[src/rtl/pls_pkg.sv]
// package: constants, types and encodings of the partition label register bank
package pls_pkg;

  // ***************************************************************
  // register layout
  // ***************************************************************
  localparam int PLS_REG_W = 64;
  localparam int PLS_EN_BIT = 63;
  localparam int PLS_TRAP_LOWER_BIT = 62;
  localparam int PLS_TRAP_USER_BIT = 49;
  localparam int PLS_TRAP_KERNEL_BIT = 48;
  localparam int PLS_FIELDS_W = 48;
  localparam int PLS_HYP_RSVD_HI = 62;
  localparam int PLS_HYP_RSVD_LO = 50;
  localparam int PLS_MON_RSVD_HI = 61;
  localparam int PLS_MON_RSVD_LO = 48;

  // ***************************************************************
  // exception levels and default labels
  // ***************************************************************
  localparam logic [1:0] PLS_EL0 = 2'h0;
  localparam logic [1:0] PLS_EL1 = 2'h1;
  localparam logic [1:0] PLS_EL2 = 2'h2;
  localparam logic [1:0] PLS_EL3 = 2'h3;
  localparam logic [15:0] PLS_DEF_PARTID = 16'h0000;
  localparam logic [7:0] PLS_DEF_PMG = 8'h00;
  localparam logic [PLS_REG_W-1:0] PLS_ZERO = 64'h0000_0000_0000_0000;

  // ***************************************************************
  // types
  // ***************************************************************
  typedef enum logic [2:0] {
    PLS_SREG_USER,
    PLS_SREG_KERNEL,
    PLS_SREG_HYP,
    PLS_SREG_MONITOR,
    PLS_SREG_OTHER
  } pls_sreg_e;

  typedef enum logic [1:0] {
    PLS_RESP_OK,
    PLS_RESP_TRAP_EL2,
    PLS_RESP_TRAP_EL3,
    PLS_RESP_UNDEF
  } pls_resp_e;

  typedef struct packed {
    logic [7:0] data_monitor_group;
    logic [7:0] instr_monitor_group;
    logic [15:0] data_partition_id;
    logic [15:0] instr_partition_id;
  } pls_fields_s;

  typedef struct packed {
    logic [15:0] partition_id;
    logic [7:0] monitor_group;
  } pls_label_s;

  typedef struct packed {
    logic valid;
    logic write;
    pls_sreg_e sreg;
    logic [1:0] el;
    logic [PLS_REG_W-1:0] wdata;
  } pls_req_s;

  typedef struct packed {
    logic nonsecure_state;
    logic secure_hyp_enable;
    logic el2_aarch64;
    logic nested_virt_enable;
    logic nested_virt_redirect;
  } pls_ctx_s;

endpackage : pls_pkg

[src/rtl/pls_label_fields.sv]
// module: label field store (groups and partition ids), no reset by design
module pls_label_fields (
  input wire logic core_clk,
  input wire logic clk_en,
  input wire logic wr_en,
  input wire pls_pkg::pls_fields_s wdata,
  output pls_pkg::pls_fields_s fields_q
);
  import pls_pkg::*;

  pls_fields_s fields_d;

  // next value: load on a taken write
  always_comb begin
    fields_d = fields_q;
    if (wr_en) begin
      fields_d = wdata;
    end
  end

  // fields are unknown after reset, so no reset term
  always_ff @(posedge core_clk) begin
    if (clk_en) begin
      fields_q <= fields_d;
    end
  end

endmodule : pls_label_fields

[src/rtl/pls_trap_decode.sv]
// module: decodes undefined, el3 and el2 trap outcomes of one register access
module pls_trap_decode #(
  parameter bit HAS_PART = 1'b1,
  parameter bit HAS_EL2 = 1'b1,
  parameter bit HAS_EL3 = 1'b1
) (
  input pls_pkg::pls_req_s req,
  input pls_pkg::pls_ctx_s ctx,
  input wire logic trap_lower,
  input wire logic trap_user,
  input wire logic trap_kernel,
  input wire logic el2_enabled,
  output pls_pkg::pls_resp_e resp
);
  import pls_pkg::*;

  logic full_nested;

  assign full_nested = ctx.nested_virt_enable && ctx.nested_virt_redirect;

  // undefined first, then monitor trap, then hypervisor trap
  always_comb begin
    resp = PLS_RESP_OK;
    unique case (req.sreg)
      PLS_SREG_USER, PLS_SREG_KERNEL, PLS_SREG_OTHER: begin
        if (req.el == PLS_EL0) begin
          resp = PLS_RESP_UNDEF;
        end
      end
      PLS_SREG_HYP: begin
        if (!HAS_PART || !HAS_EL2 || req.el < PLS_EL2) begin
          resp = PLS_RESP_UNDEF;
        end
      end
      PLS_SREG_MONITOR: begin
        if (!HAS_PART || !HAS_EL3 || req.el != PLS_EL3) begin
          resp = PLS_RESP_UNDEF;
        end
      end
    endcase
    if (resp == PLS_RESP_OK && trap_lower && req.el != PLS_EL3) begin
      if (req.el == PLS_EL2) begin
        resp = PLS_RESP_TRAP_EL3;
      end else if (!full_nested) begin
        resp = PLS_RESP_TRAP_EL3;
      end
    end
    if (resp == PLS_RESP_OK && !trap_lower && req.el == PLS_EL1 && el2_enabled
        && ctx.el2_aarch64) begin
      if (req.sreg == PLS_SREG_KERNEL && ((trap_kernel && !ctx.nested_virt_enable)
          || (ctx.nested_virt_enable && !ctx.nested_virt_redirect))) begin
        resp = PLS_RESP_TRAP_EL2;
      end
      if (req.sreg == PLS_SREG_USER && trap_user) begin
        resp = PLS_RESP_TRAP_EL2;
      end
    end
  end

endmodule : pls_trap_decode

[src/rtl/pls_label_regs.sv]
// module: partition label register bank with access traps and request labelling
module pls_label_regs #(
  parameter bit HAS_PART = 1'b1,
  parameter bit HAS_EL2 = 1'b1,
  parameter bit HAS_EL3 = 1'b1
) (
  input wire logic core_clk,
  input wire logic resetn,
  input wire logic clk_en,
  input wire logic warm_reset,
  input wire logic reset_el_aarch64,
  input pls_pkg::pls_req_s req,
  input pls_pkg::pls_ctx_s ctx,
  input wire logic [1:0] cur_el,
  input pls_pkg::pls_label_s lower_data_label,
  input pls_pkg::pls_label_s lower_instr_label,
  output logic resp_valid,
  output pls_pkg::pls_resp_e resp_code,
  output logic [pls_pkg::PLS_REG_W-1:0] rdata,
  output logic label_enable,
  output pls_pkg::pls_label_s data_label,
  output pls_pkg::pls_label_s instr_label
);
  import pls_pkg::*;

  // ***************************************************************
  // declarations
  // ***************************************************************
  logic en_q;
  logic en_d;
  logic trap_lower_q;
  logic trap_lower_d;
  logic trap_user_q;
  logic trap_user_d;
  logic trap_kernel_q;
  logic trap_kernel_d;
  logic el2_enabled;
  logic wr_ok;
  logic hyp_wr;
  logic mon_wr;
  logic kernel_wr;
  logic warm_apply;
  pls_resp_e resp_now;
  pls_fields_s hyp_fields_q;
  pls_fields_s mon_fields_q;
  logic resp_valid_q;
  logic resp_valid_d;
  pls_resp_e resp_code_q;
  pls_resp_e resp_code_d;
  logic [PLS_REG_W-1:0] rdata_q;
  logic [PLS_REG_W-1:0] rdata_d;
  pls_label_s data_label_q;
  pls_label_s data_label_d;
  pls_label_s instr_label_q;
  pls_label_s instr_label_d;

  // ***************************************************************
  // access decode
  // ***************************************************************

  // hypervisor level only counts when present and on in this state
  assign el2_enabled = HAS_EL2 && (ctx.nonsecure_state || ctx.secure_hyp_enable);

  pls_trap_decode #(
    .HAS_PART(HAS_PART),
    .HAS_EL2(HAS_EL2),
    .HAS_EL3(HAS_EL3)
  ) u_trap (
    .req(req),
    .ctx(ctx),
    .trap_lower(trap_lower_q),
    .trap_user(trap_user_q),
    .trap_kernel(trap_kernel_q),
    .el2_enabled(el2_enabled),
    .resp(resp_now)
  );

  // write strobes, only for accesses that neither trap nor fault
  assign wr_ok = req.valid && req.write && resp_now == PLS_RESP_OK;
  assign hyp_wr = wr_ok && req.sreg == PLS_SREG_HYP;
  assign mon_wr = wr_ok && req.sreg == PLS_SREG_MONITOR;
  assign kernel_wr = wr_ok && req.sreg == PLS_SREG_KERNEL;
  assign warm_apply = warm_reset && reset_el_aarch64;

  // ***************************************************************
  // control bits
  // ***************************************************************

  // next values of enable and trap bits; reserved bits never stored
  always_comb begin
    en_d = en_q;
    trap_lower_d = trap_lower_q;
    trap_user_d = trap_user_q;
    trap_kernel_d = trap_kernel_q;
    if (mon_wr) begin
      en_d = req.wdata[PLS_EN_BIT];
      trap_lower_d = req.wdata[PLS_TRAP_LOWER_BIT];
    end
    if (hyp_wr) begin
      if (!HAS_EL3) begin
        en_d = req.wdata[PLS_EN_BIT];
      end
      trap_user_d = req.wdata[PLS_TRAP_USER_BIT];
      trap_kernel_d = req.wdata[PLS_TRAP_KERNEL_BIT];
    end
    if (kernel_wr && !HAS_EL3 && !HAS_EL2) begin
      en_d = req.wdata[PLS_EN_BIT];
    end
    if (warm_apply) begin
      en_d = 1'b0;
      if (!HAS_EL3) begin
        trap_user_d = 1'b1;
        trap_kernel_d = 1'b1;
      end
    end
  end

  // one enable flop serves the kernel, hyp and monitor views; cold reset sets all three trap bits
  always_ff @(posedge core_clk or negedge resetn) begin
    if (!resetn) begin
      en_q <= 1'b0;
      trap_lower_q <= 1'b1;
      trap_user_q <= 1'b1;
      trap_kernel_q <= 1'b1;
    end else if (clk_en) begin
      en_q <= en_d;
      trap_lower_q <= trap_lower_d;
      trap_user_q <= trap_user_d;
      trap_kernel_q <= trap_kernel_d;
    end
  end

  // ***************************************************************
  // label field stores
  // ***************************************************************

  pls_label_fields u_hyp_fields (
    .core_clk(core_clk),
    .clk_en(clk_en),
    .wr_en(hyp_wr),
    .wdata(pls_fields_s'(req.wdata[PLS_FIELDS_W-1:0])),
    .fields_q(hyp_fields_q)
  );

  pls_label_fields u_mon_fields (
    .core_clk(core_clk),
    .clk_en(clk_en),
    .wr_en(mon_wr),
    .wdata(pls_fields_s'(req.wdata[PLS_FIELDS_W-1:0])),
    .fields_q(mon_fields_q)
  );

  // ***************************************************************
  // access response and read data
  // ***************************************************************

  // read view of the addressed register, reserved bits as zero
  always_comb begin
    resp_valid_d = req.valid;
    resp_code_d = resp_now;
    rdata_d = PLS_ZERO;
    if (req.valid && !req.write && resp_now == PLS_RESP_OK) begin
      unique case (req.sreg)
        PLS_SREG_HYP: begin
          rdata_d[PLS_EN_BIT] = en_q;
          rdata_d[PLS_TRAP_USER_BIT] = trap_user_q;
          rdata_d[PLS_TRAP_KERNEL_BIT] = trap_kernel_q;
          rdata_d[PLS_FIELDS_W-1:0] = hyp_fields_q;
        end
        PLS_SREG_MONITOR: begin
          rdata_d[PLS_EN_BIT] = en_q;
          rdata_d[PLS_TRAP_LOWER_BIT] = trap_lower_q;
          rdata_d[PLS_FIELDS_W-1:0] = mon_fields_q;
        end
        PLS_SREG_KERNEL: begin
          rdata_d[PLS_EN_BIT] = en_q;
        end
        PLS_SREG_USER, PLS_SREG_OTHER: begin
          rdata_d = PLS_ZERO;
        end
      endcase
    end
  end

  // response registers
  always_ff @(posedge core_clk or negedge resetn) begin
    if (!resetn) begin
      resp_valid_q <= 1'b0;
      resp_code_q <= PLS_RESP_OK;
      rdata_q <= PLS_ZERO;
    end else if (clk_en) begin
      resp_valid_q <= resp_valid_d;
      resp_code_q <= resp_code_d;
      rdata_q <= rdata_d;
    end else begin
      resp_valid_q <= 1'b0;
      resp_code_q <= resp_code_q;
      rdata_q <= rdata_q;
    end
  end

  // ***************************************************************
  // request labelling
  // ***************************************************************

  // pick label source from level and enable
  always_comb begin
    data_label_d = '{partition_id: PLS_DEF_PARTID, monitor_group: PLS_DEF_PMG};
    instr_label_d = '{partition_id: PLS_DEF_PARTID, monitor_group: PLS_DEF_PMG};
    if (en_q) begin
      unique case (cur_el)
        PLS_EL3: begin
          data_label_d = '{partition_id: mon_fields_q.data_partition_id,
                           monitor_group: mon_fields_q.data_monitor_group};
          instr_label_d = '{partition_id: mon_fields_q.instr_partition_id,
                            monitor_group: mon_fields_q.instr_monitor_group};
        end
        PLS_EL2: begin
          if (el2_enabled) begin
            data_label_d = '{partition_id: hyp_fields_q.data_partition_id,
                             monitor_group: hyp_fields_q.data_monitor_group};
            instr_label_d = '{partition_id: hyp_fields_q.instr_partition_id,
                              monitor_group: hyp_fields_q.instr_monitor_group};
          end
        end
        PLS_EL1, PLS_EL0: begin
          data_label_d = lower_data_label;
          instr_label_d = lower_instr_label;
        end
      endcase
    end
  end

  // label registers
  always_ff @(posedge core_clk or negedge resetn) begin
    if (!resetn) begin
      data_label_q <= '{partition_id: PLS_DEF_PARTID, monitor_group: PLS_DEF_PMG};
      instr_label_q <= '{partition_id: PLS_DEF_PARTID, monitor_group: PLS_DEF_PMG};
    end else if (clk_en) begin
      data_label_q <= data_label_d;
      instr_label_q <= instr_label_d;
    end
  end

  // outputs
  assign resp_valid = resp_valid_q;
  assign resp_code = resp_code_q;
  assign rdata = rdata_q;
  assign label_enable = en_q;
  assign data_label = data_label_q;
  assign instr_label = instr_label_q;
endmodule : pls_label_regs

[config.mk]
export PLATFORM = sky130hd
export DESIGN_NAME = pls_label_regs
export DESIGN_NICKNAME = d
export VERILOG_FILES = /design/src/rtl/pls_pkg.sv /design/src/rtl/pls_label_fields.sv /design/src/rtl/pls_trap_decode.sv /design/src/rtl/pls_label_regs.sv
export SDC_FILE = /design/constraint.sdc
export NUM_CORES = 1
export LEC_CHECK = 0
export BUFFER_PORTS_ARGS = -buffer_cell sky130_fd_sc_hd__buf_2
export CAP_MARGIN = 25
export CORE_ASPECT_RATIO = 0.5
export CORE_MARGIN = 2
export CORE_UTILIZATION = 30
export CTS_BUF_LIST = sky130_fd_sc_hd__clkbuf_8 sky130_fd_sc_hd__clkbuf_16
export CTS_CLUSTER_SIZE = 10
export DETAILED_ROUTE_END_ITERATION = 12
export HOLD_SLACK_MARGIN = 0.1
export PLACE_DENSITY = 0.5
export SLEW_MARGIN = 20
export SYNTH_ARGS = -nofsm -noshare
export SYNTH_HDL_FRONTEND = slang
export SYNTH_SLANG_ARGS = --single-unit
export TNS_END_PERCENT = 5
[constraint.sdc]
create_clock -name core_clk -period 6.1 [get_ports core_clk]
set_input_delay 1.525 -clock core_clk [delete_from_list [all_inputs] [get_ports core_clk]]
set_output_delay 1.525 -clock core_clk [all_outputs]
set_load 0.01 [all_outputs]
==> run_results.csv, run 1 <==
group,metric,value,unit
worst_setup_path,crit_required,6300,ps
routing,drtAntennaViolNets,0,
finish,multi_input_area,2532,µm²
finish,final_util,38.44,%
cts,cts_resized,0,
power_and_ir_drop,worst_ir_drop_vdd,0.0001538,V
place,place_inst,1214,
power_and_ir_drop,internal-power,0.002272,W
routing,firstDrtPassIters,5,
routing,via_per_inst,5.106,
timing,slew_violations,0,
finish,area_growth,25.41,%
routing,routed_wl,28150,µm
floorplanning,coreArea,27870,µm²
worst_setup_path,cp-start-kind,"primary input",
worst_setup_path,path_class,"in2reg",
power_and_ir_drop,p_leak,4.662,nW
power_and_ir_drop,p_sw,0.0007120,W
power_and_ir_drop,pwr-share-comb,7.2,%
worst_setup_path,slowest_stage,"nor3b_4",
worst_setup_path,cp_max_fo,15,
timing,fin_crit,3193,ps
timing,max-slew-margin-rel,34.26,%
floorplanning,die_w,242.7,µm
cts,root_buffer,"clkbuf_16",
timing,rsz0062_at_grt,"false",
synthesis,ys_seq_area_share,65.13,%
synthesis,synthFlopType,"dfrtp_1",
hold_path,min_path_type,"reg2reg",
cts,clock_path_buffers,3,
cts,cts_setup_buffers,0,
place,port_buffers,222,
global_route,grt_pass1_vias,6649,
timing,setup_violations,0,
timing,min_period_over_period,52.34,%
cts,clkSinkCount,203,
finish,final_area,10710,µm²
timing,finalClockSkew,8.087,ps
power_and_ir_drop,sw_frac_of_total,23.86,%
place,placed_cell_area,10010,µm²
finish,regArea,5564,µm²
cts,cts.clk_slew.worst_paths,50,ps
synthesis,ys_ff_latch,203,
routing,drc,0,
timing,max_freq,0.3132,GHz
routing,num_vias,6423,
finish,drive_above_1_share,31.69,%
global_route,overflow,0,
synthesis,synth_edf_count,96,
synthesis,synth_area_leaders,"edfxtp_1 34%, dfrtp_1 30%, mux2i_1 5.7%",
timing,setup_tns,0,ps
synthesis,synth_top_area_share,33.74,%
finish,layout_commonest_cell,"buf_2",
synthesis,yosys.area.top_type,"edfxtp_1",
cts,cts_buffers,24,
cts,postCtsHoldBufs,0,
flow_run,drv_cap,0,
global_route,grt_usage,18.33,%
worst_setup_path,slowest_delay,840,ps
run_status,status,"finished, final reports clean",
floorplanning,die-area,29920,µm²
finish,fin_nets,989,
finish,fillers,2791,
place,hpwlAfterDp,16930,µm
worst_setup_path,worstSetupEndpointType,"flop",
worst_setup_path,path_cells,"buf_2 > and4b_1 > o2111ai_1 > nor3b_4 > buf_4",
routing,post_drt_wl_per_cell,22.38,µm
cts,insertion_delay,520,ps
floorplanning,num_rows,43,
place,place.gp.congestion,0.7646,
routing,initialDrtViolationCount,503,
synthesis,synth_warnings,0,
synthesis,avgSynthCellArea,13.14,µm²
synthesis,synth_area,8543,µm²
finish,mostFrequentLayoutCells,"219 x buf_2, 104 x dfrtp_1, 96 x edfxtp_1",
synthesis,synth.distinct_cells,38,
global_route,grt_max_degree,67,
cts,cts_max_level,1,
cts,cts_tree,"yes",
synthesis,syn_inst,650,
worst_setup_path,crit_family,"simple AND/OR/NAND/NOR gates",
timing,tightest_slew,984.0,ps
power_and_ir_drop,p_seq_share,49.1,%
finish,stdcell_count,1258,
global_route,antenna_found_initial,2,
floorplanning,die_h,123.3,µm
worst_setup_path,worst-path-buf-inv,2,
timing,hold_viol,0,
floorplanning,ioPinCount,247,
power_and_ir_drop,clkPwrFrac,43.7,%
power_and_ir_drop,p_per_area,278.5,nW/µm²
worst_setup_path,arrival,3390,ps
floorplanning,start_util,30.65,%
synthesis,synthArstFlopShare,52.71,%
global_route,grt_pass1_wl,40920,µm
-- worst paths after layout --
path                              startpoint                        end  slack (ps)  cells after the start
worst min register to register     rdata[45]                  rdata[45]         480                      1
min in group asynchronous             resetn                  rdata[33]        1160                      1
worst min-delay path               rdata[45]                  rdata[45]         480                      1
max in group asynchronous             resetn                  rdata[12]        3750                      2
worst max register to register  trap_lower_q                  rdata[27]        3550                      4
worst max-delay path                 req[68]  u_hyp_fields.fields_q[24]        2910                      5
-- cell type report --
cell class                 instances  share of cell area [%]
antenna                            2                 0.04671
clock buffer                      26                   5.968
clock inverter                    16                  0.5956
inverter                          52                   1.822
multi-input combinational        341                   23.64
sequential                       203                   51.93
tap                              382                   4.461
timing repair buffer             236                   11.54
-- state kept, by name (all words and copies together), names as in the netlist --
| name | count |
|---|---|
| trap_lower_q | 1 |
| resp_code | 2 |
| rdata | 52 |
| trap_user_q | 1 |
| label_enable | 1 |
| resp_valid | 1 |
| u_hyp_fields.fields_q | 48 |
| instr_label | 24 |
| trap_kernel_q | 1 |
| data_label | 24 |
| u_mon_fields.fields_q | 48 |
-- synthesized netlist by cell type (5+ instances only) --
library cell / instances
a21oi_1: 50
buf_1: 8
buf_2: 5
buf_4: 12
clkbuf_1: 37
dfrtp_1: 104
edfxtp_1: 96
inv_1: 51
mux2i_1: 49
nand2_1: 7
nand3b_1: 49
o21ai_0: 51
o2bb2ai_1: 48
o32ai_1: 49
-- power groups by stage --
stage | clock, W | sequential, W | combinational (W)
4_1_cts | 0.00134 | 0.00146 | 0.000217
3_3_place_gp | 0 | 0.00149 | 0.000214
6_report | 0.00130 | 0.00146 | 0.000215
3_5_place_dp | 0 | 0.00149 | 0.000216
2_1_floorplan | 0 | 0.00150 | 0.0000992
5_1_grt | 0.00140 | 0.00147 | 0.000234
-- metrics by stage --
stage	setup slack, ps	hold WS [ps]	total power [W]
2_1_floorplan	857.9	513.0	0.001595
3_3_place_gp	2337	464.7	0.001705
3_5_place_dp	2348	467.7	0.001708
4_1_cts	2886	483.6	0.003022
5_1_grt	2778	495.3	0.003096
6_report	2907	478.5	0.002984
-- routing by layer --
layer  track usage, %  wire length [µm]
met1            24.14             12180
met2            30.52             13480
met3            2.778              1406
met4            7.937              1082
met5                0                 0
-- kinds of logic (layout without fill, tap and decap cells) --
group / count (synthesis) / count (layout) / synth area share, %
AO/OA/AOI/OAI: 206 / 206 / 16.68
buffers and inverters: 117 / 330 / 6.005
flip-flops: 203 / 203 / 65.13
multiplexers: 52 / 52 / 6.136
other: 1 / 14 / 0.04389
AND/OR/NAND/NOR: 71 / 71 / 6.005
Power figures use the tool's default switching activity.
==> run 2, diff against run 1 <==
PLACE_DENSITY = 0.52   (was 0.5)
clock period = 2.9 ns   (was 6.1 ns; I/O delays follow)
==> run 2 against run 1 <==
  * Critical path type unchanged
  * Critical endpoint is now rdata[42]
  * Die area is the same
  * Sequential share of layout area decreased by 0.40 points
  * Critical path depth unchanged
  * Via count is 0.30% lower
==> run_results.csv, run 2 (synthesis results as in run 1) <==
group,metric,value,unit
routing,routed_wl,27530,µm
floorplanning,die-area,29920,µm²
cts,clkSinkCount,203,
worst_setup_path,cp-start-kind,"primary input",
place,place.gp.congestion,0.8040,
power_and_ir_drop,p_per_area,574.7,nW/µm²
cts,postCtsHoldBufs,0,
worst_setup_path,arrival,2400,ps
routing,via_per_inst,5.054,
timing,max-slew-margin-rel,40.87,%
cts,cts_max_level,1,
worst_setup_path,slowest_stage,"or4b_4",
timing,tightest_slew,886.9,ps
global_route,antenna_found_initial,2,
worst_setup_path,r2r_slack,940,ps
worst_setup_path,r2r-end,"rdata[42]",
worst_setup_path,slowest_delay,680,ps
finish,layout_commonest_cell,"buf_2",
power_and_ir_drop,p_leak,4.711,nW
timing,setup_violations,0,
routing,routed.top_layer,"met4",
global_route,grt_pass1_wl,40380,µm
place,pre_cts_slack,311.8,ps
finish,mostFrequentLayoutCells,"220 x buf_2, 104 x dfrtp_1, 96 x edfxtp_1",
finish,multi_input_area,2539,µm²
cts,cts_resized,0,
worst_setup_path,cp-startpoint,"req[65]",
worst_setup_path,crit_required,3250,ps
power_and_ir_drop,worst_ir_drop_vdd,0.0002595,V
floorplanning,num_rows,43,
finish,regArea,5564,µm²
global_route,grt_usage,17.87,%
timing,max_freq,0.4871,GHz
run_status,status,"finished, final reports clean",
floorplanning,ioPinCount,247,
finish,area_growth,26.38,%
cts,cts_tree,"yes",
floorplanning,start_util,30.65,%
timing,rsz0062_at_grt,"false",
cts,insertion_delay,510,ps
routing,drc,0,
finish,fillers,2732,
timing,setup_ws,847.1,ps
cts,cts.clk_slew.worst_paths,50,ps
routing,wl_met1,11860,µm
routing,wl_met2,13910,µm
global_route,overflow,0,
routing,num_vias,6404,
timing,setup_tns,0,ps
cts,cts_setup_buffers,0,
cts,cts_buffers,24,
routing,initialDrtViolationCount,352,
worst_setup_path,path_class,"in2reg",
place,place_inst,1222,
place,port_buffers,222,
timing,finalClockSkew,7.420,ps
global_route,grt_max_degree,50,
worst_setup_path,cp_max_fo,48,
place,hpwlAfterDp,17100,µm
routing,met3_length,1042,µm
worst_setup_path,ff2ff_path_depth,5,
finish,drive_above_1_share,32.28,%
cts,clock_path_buffers,3,
timing,slew_violations,0,
finish,largest_reg_flops,52,
place,placed_cell_area,10090,µm²
finish,final_area,10800,µm²
routing,firstDrtPassIters,5,
hold_path,min_path_type,"in2async",
cts,root_buffer,"clkbuf_16",
floorplanning,coreArea,27870,µm²
global_route,grt_pass1_vias,6574,
worst_setup_path,worstSetupEndpointType,"flop",
worst_setup_path,r2r-start,"trap_lower_q",
timing,hold_viol,0,
routing,post_drt_wl_per_cell,21.73,µm
floorplanning,die_w,242.7,µm
timing,min_period_over_period,70.79,%
timing,holdWs,160.4,ps
finish,fin_nets,997,
floorplanning,die_h,123.3,µm
worst_setup_path,path_cells,"buf_2 > or3b_1 > a32oi_1 > or4b_4 > o2bb2ai_1",
routing,drtAntennaViolNets,0,
finish,stdcell_count,1267,
flow_run,drv_cap,0,
timing,fin_crit,2053,ps
run 2: worst max-delay path by stage:
stage                   end
5_1_grt           rdata[29]
6_report          rdata[42]
3_3_place_gp      rdata[23]
4_1_cts           rdata[42]
2_1_floorplan  trap_lower_q
3_5_place_dp      rdata[42]
run 2: layout make-up:
class	count	area share [%]
sequential	203	51.54
multi-input combinational	341	23.51
timing repair buffer	244	12.21
clock buffer	25	5.794
tap	382	4.427
inverter	52	1.808
clock inverter	18	0.6606
antenna	2	0.04636
run 2: power breakdown:
part / switching, W / internal, W / total, W
clock network: 0.00112 / 0.00154 / 0.00266
logic: 0.000297 / 0.000165 / 0.000462
registers: 0.0000197 / 0.00306 / 0.00308
total: 0.00144 / 0.00476 / 0.00620
run 2: routing by layer:
layer  up-vias  track usage [%]
met5         -                0
li1       2881                -
met1      3299            23.00
met3        43            2.192
met4         0            5.637
met2       181            31.84
run 2: per-stage QoR:
stage / utilization (%) / power, W
floorplan: - / 0.003357
global placement: 36.22 / 0.003594
detailed placement: 36.22 / 0.003603
CTS: 38.72 / 0.006289
global route: 38.74 / 0.006445
finish: 38.74 / 0.006204
run 2: critical path: cells and delay by family:
family	cells	cell delay (ps)
and+or+nand+nor	2	1100
AOI/OAI and AO/OA	2	430
buffers and inverters	1	140
==> run 3, diff against run 2 <==
clock period = 1.8 ns   (was 2.9 ns; I/O delays follow)
==> run 3 against run 2 <==
  * Worst hold slack lost 28 ps
  * Final cell count grew 1.9%
  * Utilization grew 1.1 points
  * Critical path depth grew 1
  * Largest cell class unchanged
  * Flip-flop and latch count is the same
  * Die area is the same
  * Global-route usage grew 0.053 points
  * Combinational power grew 71%
  * Non-clock buffer count grew 25
  * Via count grew 1.9%
  * Worst setup slack lost 740 ps
  * Total power grew 63%
==> run_results.csv, run 3 (synthesis results as in run 1) <==
group,metric,value,unit
run_status,status,"finished, final reports clean",
timing,hold_viol,0,
worst_setup_path,cp_max_fo,24,
power_and_ir_drop,p_per_area,909.1,nW/µm²
routing,firstDrtPassIters,5,
worst_setup_path,r2r-end,"rdata[44]",
power_and_ir_drop,p_seq_share,49.1,%
hold_path,min_path_type,"in2reg",
finish,largest_reg_flops,52,
finish,final_area,11120,µm²
worst_setup_path,crit_path_end,"rdata[44]",
global_route,grt_pass1_vias,6685,
floorplanning,die_w,242.7,µm
routing,drc,0,
power_and_ir_drop,worst_ir_drop_vdd,0.0004150,V
place,hpwlAfterDp,17990,µm
power_and_ir_drop,sw_frac_of_total,23.29,%
global_route,grt_usage,17.92,%
finish,drive_above_1_share,34.25,%
cts,insertion_delay,500,ps
worst_setup_path,slowest_stage,"or4b_4",
place,port_buffers,222,
cts,clock_path_buffers,3,
power_and_ir_drop,p_sw,0.002354,W
flow_run,drv_cap,0,
timing,tightest_slew,831.1,ps
cts,cts_buffers,24,
worst_setup_path,cp-startpoint,"trap_lower_q",
cts,clkSinkCount,203,
worst_setup_path,path_cells,"inv_2 > nor3b_1 > buf_4 > or4b_4 > buf_12 > o2bb2ai_1",
finish,stdcell_count,1291,
cts,cts_setup_buffers,0,
power_and_ir_drop,internal-power,0.007753,W
floorplanning,num_rows,43,
routing,num_vias,6523,
timing,rsz0062_at_grt,"false",
global_route,grt_pass1_wl,40780,µm
routing,wl_met2,13510,µm
timing,slew_violations,0,
routing,wl_met1,12140,µm
timing,max_freq,0.5912,GHz
worst_setup_path,crit_family,"simple AND/OR/NAND/NOR gates",
floorplanning,coreArea,27870,µm²
routing,initialDrtViolationCount,387,
timing,setup_violations,0,
timing,fin_crit,1692,ps
timing,min_period_over_period,93.97,%
worst_setup_path,slowest_delay,530,ps
finish,fin_nets,1022,
finish,area_growth,30.13,%
timing,max-slew-margin-rel,44.59,%
cts,root_buffer,"clkbuf_16",
floorplanning,die-area,29920,µm²
cts,cts.clk_slew.worst_paths,60,ps
floorplanning,die_h,123.3,µm
place,placed_cell_area,10400,µm²
cts,cts_max_level,1,
routing,via_per_inst,5.053,
floorplanning,start_util,30.65,%
power_and_ir_drop,pwr-share-comb,7.8,%
routing,drtAntennaViolNets,0,
floorplanning,ioPinCount,247,
global_route,grt_max_degree,43,
worst_setup_path,path_class,"reg2reg",
worst_setup_path,worst-path-buf-inv,3,
worst_setup_path,arrival,2110,ps
global_route,overflow,0,
worst_setup_path,crit_required,2220,ps
worst_setup_path,worstSetupEndpointType,"flop",
global_route,antenna_found_initial,1,
place,place.gp.congestion,0.7823,
place,place_inst,1246,
worst_setup_path,r2r_slack,110,ps
routing,routed.top_layer,"met4",
finish,mostFrequentLayoutCells,"220 x buf_2, 104 x dfrtp_1, 96 x edfxtp_1",
worst_setup_path,ff2ff_path_depth,6,
worst_setup_path,cp.depth,6,
routing,met3_length,1083,µm
finish,layout_commonest_cell,"buf_2",
routing,post_drt_wl_per_cell,21.29,µm
worst_setup_path,r2r-start,"trap_lower_q",
routing,routed_wl,27490,µm
power_and_ir_drop,clkPwrFrac,43.1,%
power_and_ir_drop,p_leak,4.882,nW
worst_setup_path,cp-start-kind,"flop",
timing,finalClockSkew,5.505,ps
cts,cts_tree,"yes",
==> run 3: how the worst min path moves through the flow <==
stage	to	startpoint	slack (ps)	cells after the start
after detailed placement	instr_label[2]	resetn	470	2
after global placement	instr_label[2]	resetn	460	2
after floorplan	data_label[0]	resetn	150	0
after CTS	u_hyp_fields.fields_q[36]	req[36]	110	1
after global routing	u_hyp_fields.fields_q[38]	req[38]	110	1
final	u_hyp_fields.fields_q[45]	req[45]	130	1
==> run 3: area by class of cell <==
cell class / instances / area (µm²)
well taps: 382 / 478.0
clock buffers: 26 / 639.4
inverters: 52 / 195.2
diodes: 1 / 2.502
multi-input cells: 341 / 2539
flip-flops and latches: 203 / 5564
fillers: 2721 / 16750
repair buffers: 269 / 1634
clock inverters: 17 / 65.06
==> run 3: metal layers <==
layer  vias to the layer above  global-route usage [%]
li1                       2927                       -
met1                      3369                   23.94
met2                       181                   30.57
met3                        46                   2.453
met4                         0                   5.752
met5                         -                       0
==> run 3: metrics by stage <==
| stage | setup TNS, ps | hold WS (ps) | util, % | worst slack [ps] | total power (W) |
|---|---|---|---|---|---|
| 2_1_floorplan | -102710 | 154.4 | - | -1205 | 0.005409 |
| 3_3_place_gp | -15670 | 462.4 | 37.32 | -152.2 | 0.005832 |
| 3_5_place_dp | -16410 | 465.5 | 37.32 | -136.7 | 0.005843 |
| 4_1_cts | 0 | 112.1 | 39.88 | 39.57 | 0.01022 |
| 5_1_grt | 0 | 110.1 | 39.89 | 25.04 | 0.01051 |
| 6_report | 0 | 132.1 | 39.89 | 108.5 | 0.01011 |
==> run 3: power by group through the flow <==
| stage | sequential (W) | clock, W | combinational, W |
|---|---|---|---|
| 2_1_floorplan | 0.00507 | 0 | 0.000340 |
| 3_3_place_gp | 0.00505 | 0 | 0.000780 |
| 3_5_place_dp | 0.00505 | 0 | 0.000791 |
| 4_1_cts | 0.00496 | 0.00446 | 0.000796 |
| 5_1_grt | 0.00497 | 0.00468 | 0.000859 |
| 6_report | 0.00496 | 0.00435 | 0.000790 |
==> run 3: timing repair <==
item | in CTS | in global routing
gates resized for setup | 0 | 1
hold buffers | 1 | 0
hold endpoints to repair | 104 | 0
setup endpoints to repair | 0 | 39
